$ cat config.mk
export PLATFORM = sky130hd
export DESIGN_NAME = ssm_monitor
export DESIGN_NICKNAME = d
export VERILOG_FILES = /design/src/ssm_pkg.sv /design/src/ssm_monitor.sv
export SDC_FILE = /design/constraint.sdc
export NUM_CORES = 1
export LEC_CHECK = 0
export ABC_AREA = 1
export BUFFER_PORTS_ARGS = -buffer_cell sky130_fd_sc_hd__buf_2
export CORE_UTILIZATION = 34
export DETAILED_ROUTE_END_ITERATION = 16
export PLACE_DENSITY = 0.56
export SETUP_SLACK_MARGIN = 0.3
export SYNTH_ARGS = -nofsm -noshare
export SYNTH_HDL_FRONTEND = slang
export SYNTH_SLANG_ARGS = --single-unit
$ cat constraint.sdc
create_clock -name CLK_I -period 6 [get_ports CLK_I]
set_input_delay 0.9 -clock CLK_I [delete_from_list [all_inputs] [get_ports CLK_I]]
set_output_delay 0.9 -clock CLK_I [all_outputs]
set_load 0.03 [all_outputs]
$ cat src/ssm_pkg.sv
// ==========================================================
// Speed sensor monitor constants
package ssm_pkg;
   // Operating clock and timebase
   localparam int CLK_MHZ = 250;
   localparam int MS_NS = 1000000;
   localparam int CLK_NS = 4;
   localparam int MS_CYCLES = MS_NS / CLK_NS;
   // Monitoring mode encodings
   localparam logic [1:0] MODE_OFF = 2'h0;
   localparam logic [1:0] MODE_ERROR = 2'h2;
   // Timeout range and reset value in milliseconds
   localparam logic [15:0] TMO_MAX_MS = 16'hfde8;
   localparam logic [15:0] TMO_DEF_MS = 16'h03e8;
   // Register indices
   localparam logic [3:0] REG_CTRL = 4'h0;
   localparam logic [3:0] REG_TMO_SIG = 4'h1;
   localparam logic [3:0] REG_TMO_TRK = 4'h2;
   localparam logic [3:0] REG_TMO_DIR = 4'h3;
   localparam logic [3:0] REG_TMO_BLK = 4'h4;
   localparam logic [3:0] REG_STATUS = 4'h5;
   localparam logic [3:0] REG_CLEAR = 4'h6;
   localparam logic [3:0] REG_ENABLE = 4'h7;
   localparam logic [3:0] REG_FCODE = 4'h8;
   // Status bit positions
   localparam int ST_SIG = 0;
   localparam int ST_TRK = 1;
   localparam int ST_DIR = 2;
   localparam int ST_BLK = 3;
   // Fault codes, decimal value of the displayed number
   localparam logic [15:0] FC_SENSOR = 16'h0596;
   localparam logic [15:0] FC_DIRECTION = 16'h0598;
   localparam logic [15:0] FC_BLOCKED = 16'h059e;
   localparam logic [15:0] FC_NONE = 16'h0000;
   // Quarter revolution in quadrature counts
   localparam logic [15:0] QUARTER_DEF = 16'h0100;
endpackage

$ cat src/ssm_monitor.sv
`timescale 1ns/1ps
// ==========================================================
// Summary of operation
// - Mode zero disables all checks and faults
// - Mode two reports any timed-out enabled check
// - Track checked always, marks with expansion module
// - Armed only with release and start
// - Fault only after uninterrupted full timeout
// - Persisting faulty signal while released trips drive
// - Zero timeout disables only that check
// - Timeouts 0 to 65000 ms, default 1000
// - Zero speed with nonzero controller output gives sensor fault
// - Bad quadrature sequence gives sensor fault
// - Sign mismatch gives direction fault
// - Quarter turn toward reference clears direction check
// - Zero speed at current limit gives blocked
module ssm_monitor
   import ssm_pkg::*;
#(
   parameter int MS_CYC = MS_CYCLES,
   parameter logic [15:0] QUARTER_COUNTS = QUARTER_DEF
) (
   // Clock and reset
   input wire logic CLK_I,
   input wire logic RESET_I,
   // Register port
   input wire logic [3:0] ADDR_I,
   input wire logic [31:0] WDATA_I,
   input wire logic WR_I,
   input wire logic RD_I,
   output logic [31:0] RDATA_O,
   // Encoder tracks and feedback expansion module
   input wire logic TRACK_A_I,
   input wire logic TRACK_B_I,
   input wire logic EXP_PRESENT_I,
   input wire logic MARK_FAULT_I,
   // Drive state
   input wire logic signed [15:0] SPEED_REF_I,
   input wire logic signed [15:0] SPEED_ACT_I,
   input wire logic signed [15:0] CTRL_OUT_I,
   input wire logic CURR_LIMIT_I,
   input wire logic RELEASE_I,
   input wire logic START_I,
   input wire logic FAULT_ACK_I,
   // Fault outputs
   output logic TRIP_O,
   output logic [15:0] FAULT_CODE_O,
   output logic IRQ_O
);

   // =======================================================
   // Register file
   logic [1:0] mode_r, mode_nxt;
   logic [15:0] tmo_r [4];
   logic [15:0] tmo_nxt [4];
   logic [3:0] stat_r, stat_nxt;
   logic [3:0] en_r, en_nxt;
   logic [31:0] rdata_r, rdata_nxt;
   logic [3:0] trip_ev;
   logic [15:0] fcode_r, fcode_nxt;
   logic trip_r, trip_nxt;
   logic irq_r, irq_nxt;

   function automatic logic [15:0] clip_tmo(input logic [31:0] v);
      if (v[31:16] != 16'h0000 || v[15:0] > TMO_MAX_MS) begin
         clip_tmo = TMO_MAX_MS;
      end else begin
         clip_tmo = v[15:0];
      end
   endfunction

   always_comb begin
      mode_nxt = mode_r;
      en_nxt = en_r;
      rdata_nxt = 32'h0000_0000;
      for (int i = 0; i < 4; i++) begin
         tmo_nxt[i] = tmo_r[i];
      end
      stat_nxt = stat_r;
      if (WR_I) begin
         case (ADDR_I)
            REG_CTRL: mode_nxt = WDATA_I[1:0];
            REG_TMO_SIG: tmo_nxt[0] = clip_tmo(WDATA_I);
            REG_TMO_TRK: tmo_nxt[1] = clip_tmo(WDATA_I);
            REG_TMO_DIR: tmo_nxt[2] = clip_tmo(WDATA_I);
            REG_TMO_BLK: tmo_nxt[3] = clip_tmo(WDATA_I);
            REG_CLEAR: stat_nxt = stat_r & ~WDATA_I[3:0];
            REG_ENABLE: en_nxt = WDATA_I[3:0];
            default: ;
         endcase
      end
      stat_nxt = stat_nxt | trip_ev;
      if (RD_I) begin
         case (ADDR_I)
            REG_CTRL: rdata_nxt = {30'h0, mode_r};
            REG_TMO_SIG: rdata_nxt = {16'h0, tmo_r[0]};
            REG_TMO_TRK: rdata_nxt = {16'h0, tmo_r[1]};
            REG_TMO_DIR: rdata_nxt = {16'h0, tmo_r[2]};
            REG_TMO_BLK: rdata_nxt = {16'h0, tmo_r[3]};
            REG_STATUS: rdata_nxt = {28'h0, stat_r};
            REG_ENABLE: rdata_nxt = {28'h0, en_r};
            REG_FCODE: rdata_nxt = {15'h0, trip_r, fcode_r};
            default: rdata_nxt = 32'h0000_0000;
         endcase
      end
      irq_nxt = |(stat_nxt & en_nxt);
   end

   always_ff @(posedge CLK_I) begin
      if (RESET_I) begin
         mode_r <= MODE_ERROR;
         en_r <= 4'h0;
         stat_r <= 4'h0;
         rdata_r <= 32'h0000_0000;
         irq_r <= 1'b0;
         for (int i = 0; i < 4; i++) begin
            tmo_r[i] <= TMO_DEF_MS;
         end
      end else begin
         mode_r <= mode_nxt;
         en_r <= en_nxt;
         stat_r <= stat_nxt;
         rdata_r <= rdata_nxt;
         irq_r <= irq_nxt;
         for (int i = 0; i < 4; i++) begin
            tmo_r[i] <= tmo_nxt[i];
         end
      end
   end

   // =======================================================
   // Quadrature sequence and position tracking
   logic [1:0] ab_r, ab_nxt;
   logic seq_bad;
   logic step_fwd, step_rev;
   logic [15:0] pos_r, pos_nxt;
   logic dir_reset;
   logic armed;
   logic [3:0] cond;

   always_comb begin
      ab_nxt = {TRACK_A_I, TRACK_B_I};
      step_fwd = (ab_r ^ ab_nxt) != 2'b00 && (ab_r[1] ^ ab_nxt[0]);
      step_rev = (ab_r ^ ab_nxt) != 2'b00 && !(ab_r[1] ^ ab_nxt[0]);
      seq_bad = (ab_r ^ ab_nxt) == 2'b11;
      pos_nxt = pos_r;
      dir_reset = 1'b0;
      if (!cond[ST_DIR]) begin
         pos_nxt = 16'h0000;
      end else if ((step_fwd && !SPEED_REF_I[15]) ||
                   (step_rev && SPEED_REF_I[15])) begin
         pos_nxt = pos_r + 16'h0001;
      end
      if (pos_nxt >= QUARTER_COUNTS) begin
         dir_reset = 1'b1;
         pos_nxt = 16'h0000;
      end
   end

   always_ff @(posedge CLK_I) begin
      if (RESET_I) begin
         ab_r <= 2'b00;
         pos_r <= 16'h0000;
      end else begin
         ab_r <= ab_nxt;
         pos_r <= pos_nxt;
      end
   end

   // =======================================================
   // Fault conditions
   always_comb begin
      armed = RELEASE_I && START_I && mode_r == MODE_ERROR;
      cond[ST_SIG] = SPEED_ACT_I == 16'sh0000 &&
                     CTRL_OUT_I != 16'sh0000;
      cond[ST_TRK] = seq_bad || (EXP_PRESENT_I && MARK_FAULT_I);
      cond[ST_DIR] = SPEED_REF_I != 16'sh0000 &&
                     SPEED_ACT_I != 16'sh0000 &&
                     (SPEED_REF_I[15] != SPEED_ACT_I[15]);
      cond[ST_BLK] = SPEED_ACT_I == 16'sh0000 && CURR_LIMIT_I;
   end

   // =======================================================
   // Millisecond timers, one per check
   logic [31:0] pre_r [4];
   logic [31:0] pre_nxt [4];
   logic [15:0] ms_r [4];
   logic [15:0] ms_nxt [4];
   logic [3:0] track_hold_r, track_hold_nxt;

   genvar g;
   generate
      for (g = 0; g < 4; g++) begin : g_chk
         logic live;
         always_comb begin
            live = g == ST_TRK ? (cond[g] || track_hold_r[g]) : cond[g];
            pre_nxt[g] = 32'h0;
            ms_nxt[g] = 16'h0;
            trip_ev[g] = 1'b0;
            if (armed && tmo_r[g] != 16'h0 && live &&
                !(g == ST_DIR && dir_reset)) begin
               pre_nxt[g] = pre_r[g] + 32'h1;
               ms_nxt[g] = ms_r[g];
               if (pre_r[g] == 32'(MS_CYC - 1)) begin
                  pre_nxt[g] = 32'h0;
                  ms_nxt[g] = ms_r[g] + 16'h1;
               end
               if (ms_nxt[g] >= tmo_r[g]) begin
                  trip_ev[g] = 1'b1;
                  ms_nxt[g] = tmo_r[g];
               end
            end
         end
         always_ff @(posedge CLK_I) begin
            if (RESET_I) begin
               pre_r[g] <= 32'h0;
               ms_r[g] <= 16'h0;
            end else begin
               pre_r[g] <= pre_nxt[g];
               ms_r[g] <= ms_nxt[g];
            end
         end
      end
   endgenerate

   // Track error stays pending until a clean valid step is seen
   always_comb begin
      track_hold_nxt = 4'h0;
      track_hold_nxt[ST_TRK] = seq_bad ||
         (track_hold_r[ST_TRK] && !(step_fwd || step_rev));
   end

   // =======================================================
   // Latched switch-off and fault code
   always_comb begin
      trip_nxt = trip_r;
      fcode_nxt = fcode_r;
      if (FAULT_ACK_I) begin
         trip_nxt = 1'b0;
         fcode_nxt = FC_NONE;
      end
      if ((!trip_r || FAULT_ACK_I) && |trip_ev) begin
         trip_nxt = 1'b1;
         if (trip_ev[ST_SIG] || trip_ev[ST_TRK]) begin
            fcode_nxt = FC_SENSOR;
         end else if (trip_ev[ST_DIR]) begin
            fcode_nxt = FC_DIRECTION;
         end else begin
            fcode_nxt = FC_BLOCKED;
         end
      end
   end

   always_ff @(posedge CLK_I) begin
      if (RESET_I) begin
         trip_r <= 1'b0;
         fcode_r <= FC_NONE;
         track_hold_r <= 4'h0;
      end else begin
         trip_r <= trip_nxt;
         fcode_r <= fcode_nxt;
         track_hold_r <= track_hold_nxt;
      end
   end

   assign RDATA_O = rdata_r;
   assign TRIP_O = trip_r;
   assign FAULT_CODE_O = fcode_r;
   assign IRQ_O = irq_r;

   // =======================================================
   // Assertions
   a_mode_off_quiet: assert property (
      @(posedge CLK_I) disable iff (RESET_I)
      mode_r == MODE_OFF && !trip_r |=> !trip_r)
      else $error("trip while monitoring off");
   a_disarm_clears: assert property (
      @(posedge CLK_I) disable iff (RESET_I)
      !(RELEASE_I && START_I) |=> ms_r[0] == 16'h0 && pre_r[0] == 32'h0)
      else $error("timer runs while not armed");
   a_zero_tmo_off: assert property (
      @(posedge CLK_I) disable iff (RESET_I)
      tmo_r[ST_BLK] == 16'h0 |-> !trip_ev[ST_BLK])
      else $error("disabled check fired");
   a_trip_latched: assert property (
      @(posedge CLK_I) disable iff (RESET_I)
      trip_r && !FAULT_ACK_I |=> trip_r && fcode_r == $past(fcode_r))
      else $error("fault lost without acknowledge");
   a_event_trips: assert property (
      @(posedge CLK_I) disable iff (RESET_I)
      |trip_ev && (!trip_r || FAULT_ACK_I) |=> trip_r)
      else $error("event did not trip");
   a_code_dir: assert property (
      @(posedge CLK_I) disable iff (RESET_I)
      !trip_r && trip_ev == 4'b0100 |=> fcode_r == FC_DIRECTION)
      else $error("wrong direction code");
   a_code_blk: assert property (
      @(posedge CLK_I) disable iff (RESET_I)
      !trip_r && trip_ev == 4'b1000 |=> fcode_r == FC_BLOCKED)
      else $error("wrong blocked code");
   a_ms_restart: assert property (
      @(posedge CLK_I) disable iff (RESET_I)
      !cond[ST_SIG] |=> ms_r[ST_SIG] == 16'h0)
      else $error("timer not restarted");
   a_tmo_range: assert property (
      @(posedge CLK_I) disable iff (RESET_I)
      tmo_r[1] <= TMO_MAX_MS)
      else $error("timeout beyond range");
endmodule

==> flow_summary.toml <==
[outcome]
status = "finished, final reports clean"

[cells_and_area]
diodes = 0
layout-drive-gt1-share_pct = 9.25
fill_cells = 5360
synthToLayoutAreaGrowth_pct = 14.0
final_nets = 2845

[critical_path]
path_cells = "ha_1, nand2_1, nor2_1, inv_1, nor2_1, inv_1, nor2_1, nand3b_1, nor2_1, nand4_1, xor2_1, inv_1, ha_1, nand4_1, nor3_1, nand3_1, nand3_1, inv_1, o21ai_0, a21oi_1"
crit_path_max_fanout = 20
cp_top_family = "simple AND/OR/NAND/NOR gates"
arrival_ns = 4.64
max_stage_delay_ns = 0.37
crit_type = "reg -> reg"
path_buf_inv = 4
end_kind = "register"
crit_path_start_kind = "register"
required_ns = 6.41
critPathSlowestCell = "dfxtp_1"

[synthesis]
post-synth-top-area-fraction_pct = 34.9
ys_warn_count = 0
syn-cell-area_mm2 = 0.0176
synth_area_leaders = "dfxtp_1 (35%), inv_1 (8.9%), nand2_1 (8.7%), a21oi_1 (6.1%), nor2_1 (5.9%)"
synth_cells = 2562
yosys.cell_types.count = 54
yosysTopAreaCell = "dfxtp_1"
async_flop_share_pct = 0
synth.avg_cell_area_um2 = 6.85
synth_edf_count = 0
ys.flop_type = "dfxtp_1"
synth_seq_cells = 306
ys_seq_area_share_pct = 34.9

[power]
leakagePower_uw = 0.00847
ir_drop_mv = 0.200
clkPwrFrac_pct = 51.0
p_int_uw = 3560
p_seq_share_pct = 44.4
p_sw_share_pct = 23.4
power.density_mw_per_mm2 = 232
p_switching_uw = 1090
combPwrFrac_pct = 4.6

[placed_design]
io_buffer_count = 121
gp_congestion = 0.901
hpwl_mm = 37.5

[global_route]
antenna_found_initial = 0
grt_pass1_vias = 15900
grt_max_degree = 60
grt_pass1_wl_mm = 79.6
grt-ovfl-total = 0
track_usage_pct = 18.4

[job]
maxCapViolations = 0

[floorplanning]
core-area_mm2 = 0.0506
die_x_um = 229
die_h_um = 229
initial_core_util_pct = 34.7
io_pins = 146
dieArea_mm2 = 0.0526
rows = 82

[cts]
cts-buffers-inserted = 39
root_buffer = "clkbuf_16"
clkLatencyLatePin_ns = 0.56
cts_htree_levels = 2
path_clk_slew_ns = 0.05
clockBufferDepth = 3
ctsResizeCount = 0
cts_tree = "yes"
cts_num_sinks = 306
cts_hold_buf = 0
cts_setup_buffers = 0

[timing]
min_period_ns = 4.23
max_clock_freq_mhz = 236
finalClockSkew_ns = 0.0213
worst_pin_slew_ns = 0.854
finalSetupViolCount = 0
final-hold-violation-count = 0
tns_ns = 0
hold_ws_ns = 0.443
slew_headroom_pct = 42.9
slew_viol_final = 0
fin_crit_sh_pct = 70.5
rsz0062_at_grt = "false"

[drt]
drtIter0Drc = 1152
vias = 16700
first_pass_iters = 5
drtAntennaViolNets = 0
drc = 0
wl_per_cell_um = 14.4
avgViaCountPerCell = 4.96
wl_mm = 48.6

[worst_hold_path]
hold_class = "reg -> reg"
state kept, by name (all words and copies together) (netlist names):
register      count
stat_r            4
RDATA_O          17
IRQ_O             1
pre_r           128
tmo_r            64
track_hold_r      1
en_r              4
pos_r            16
mode_r            2
ab_r              2
ms_r             64
FAULT_CODE_O      3
power by group through the flow:
| stage | Combinational, uW | Clock [uW] | Sequential, uW |
|---|---|---|---|
| detailed placement | 210 | 0 | 2110 |
| CTS | 210 | 2440 | 2060 |
| floorplan | 143 | 0 | 2100 |
| global placement | 207 | 0 | 2110 |
| global route | 235 | 2530 | 2060 |
| finish | 211 | 2370 | 2060 |
cell type report:
type,instances,area (um2),area share [%]
clock inverter,9,98.8,0.494
timing repair buffer,130,673,3.36
clock buffer,60,1190,5.93
inverter,430,1620,8.08
multi-input combinational,1769,9470,47.3
sequential,306,6130,30.6
tap,672,841,4.20
path summary, 6_finish.rpt:
kind,from,to,slack (ns),depth (start not counted)
hold / removal,pre_r[0][0]$_SDFF_PP0_,pre_r[0][0]$_SDFF_PP0_,0.44,1
hold reg to reg,pre_r[0][0]$_SDFF_PP0_,pre_r[0][0]$_SDFF_PP0_,0.44,1
setup reg to reg,pre_r[3][0]$_SDFF_PP0_,ms_r[3][15]$_SDFF_PP0_,1.77,20
setup / recovery,pre_r[3][0]$_SDFF_PP0_,ms_r[3][15]$_SDFF_PP0_,1.77,20
metal layers:
layer  up-vias  track usage (%)  share of wire, %
li1       8643                -                 -
met4         0             5.40               2.4
met3        73             3.61               6.2
met1      7641             24.7                47
met2       374             29.5                44
met5         -                0                 0
cell usage after synthesis, types with 4 or more instances:
cell type / number
a211oi_1: 21
a21oi_1: 215
a221oi_1: 12
a31oi_1: 10
and2_1: 4
buf_1: 7
buf_4: 29
clkbuf_1: 48
clkinv_1: 5
dfxtp_1: 306
ha_1: 73
inv_1: 417
inv_2: 7
nand2_1: 406
nand3_1: 98
nand3_2: 6
nand3b_1: 6
nand4_1: 83
nor2_1: 277
nor2_2: 12
nor2_4: 4
nor3_1: 84
nor3_2: 7
nor3b_1: 18
nor4_1: 56
o211ai_1: 5
o21a_1: 6
o21ai_0: 194
o22ai_1: 18
o31ai_1: 4
or2_2: 12
xnor2_1: 9
xor2_1: 72
per-stage QoR:
step	total power, uW	setup slack (ns)	std cells	instance area, um2	util [%]
floorplan	2250	2.71	2593	17700	-
global placement	2310	1.76	3307	18700	37.0
detailed placement	2320	1.78	3307	18700	37.0
finish	4640	1.77	3376	20000	39.6
global route	4830	1.25	3376	20000	39.6
CTS	4710	1.73	3376	20000	39.6
cell families after synthesis:
group	Yosys count	share of synthesized area (%)
compound gates	494	15.3
xor+xnor	81	4.04
fa+ha+maj	73	5.20
buf+inv	518	11.8
flops	306	34.9
mux	1	0.0570
other cells	1	0.0214
simple gates	1088	28.7
placed cells by master, fill, tap and decap left out, types with 3 or more instances in the layout:
master     Yosys  layout
nand3_1       98      98
inv_1        417     417
clkinv_1       5       5
inv_2          7       7
xor2_1        72      72
buf_4         29       9
nor3_1        84      84
clkinv_2       0       6
nor2_2        12      12
o31ai_1        4       4
conb_1         1      32
clkbuf_16      0      41
o21a_1         6       6
nand3_2        6       6
or2_2         12      12
clkbuf_8       0       9
nand3b_1       6       6
and3_1         3       3
and2_1         4       4
buf_2          1     121
nand2_2        3       3
dfxtp_1      306     306
o21ai_0      194     194
o211ai_1       5       5
a221oi_1      12      12
ha_1          73      73
nor4_1        56      56
o22ai_1       18      18
nor2_4         4       4
nand2_1      406     406
a31oi_1       10      10
nand4_1       83      83
nor3_2         7       7
nor2_1       277     277
xnor2_1        9       9
a211oi_1      21      21
a21oi_1      215     215
clkbuf_1      48      10
nor3b_1       18      18
Note: power is estimated with default switching activity, not from simulation.
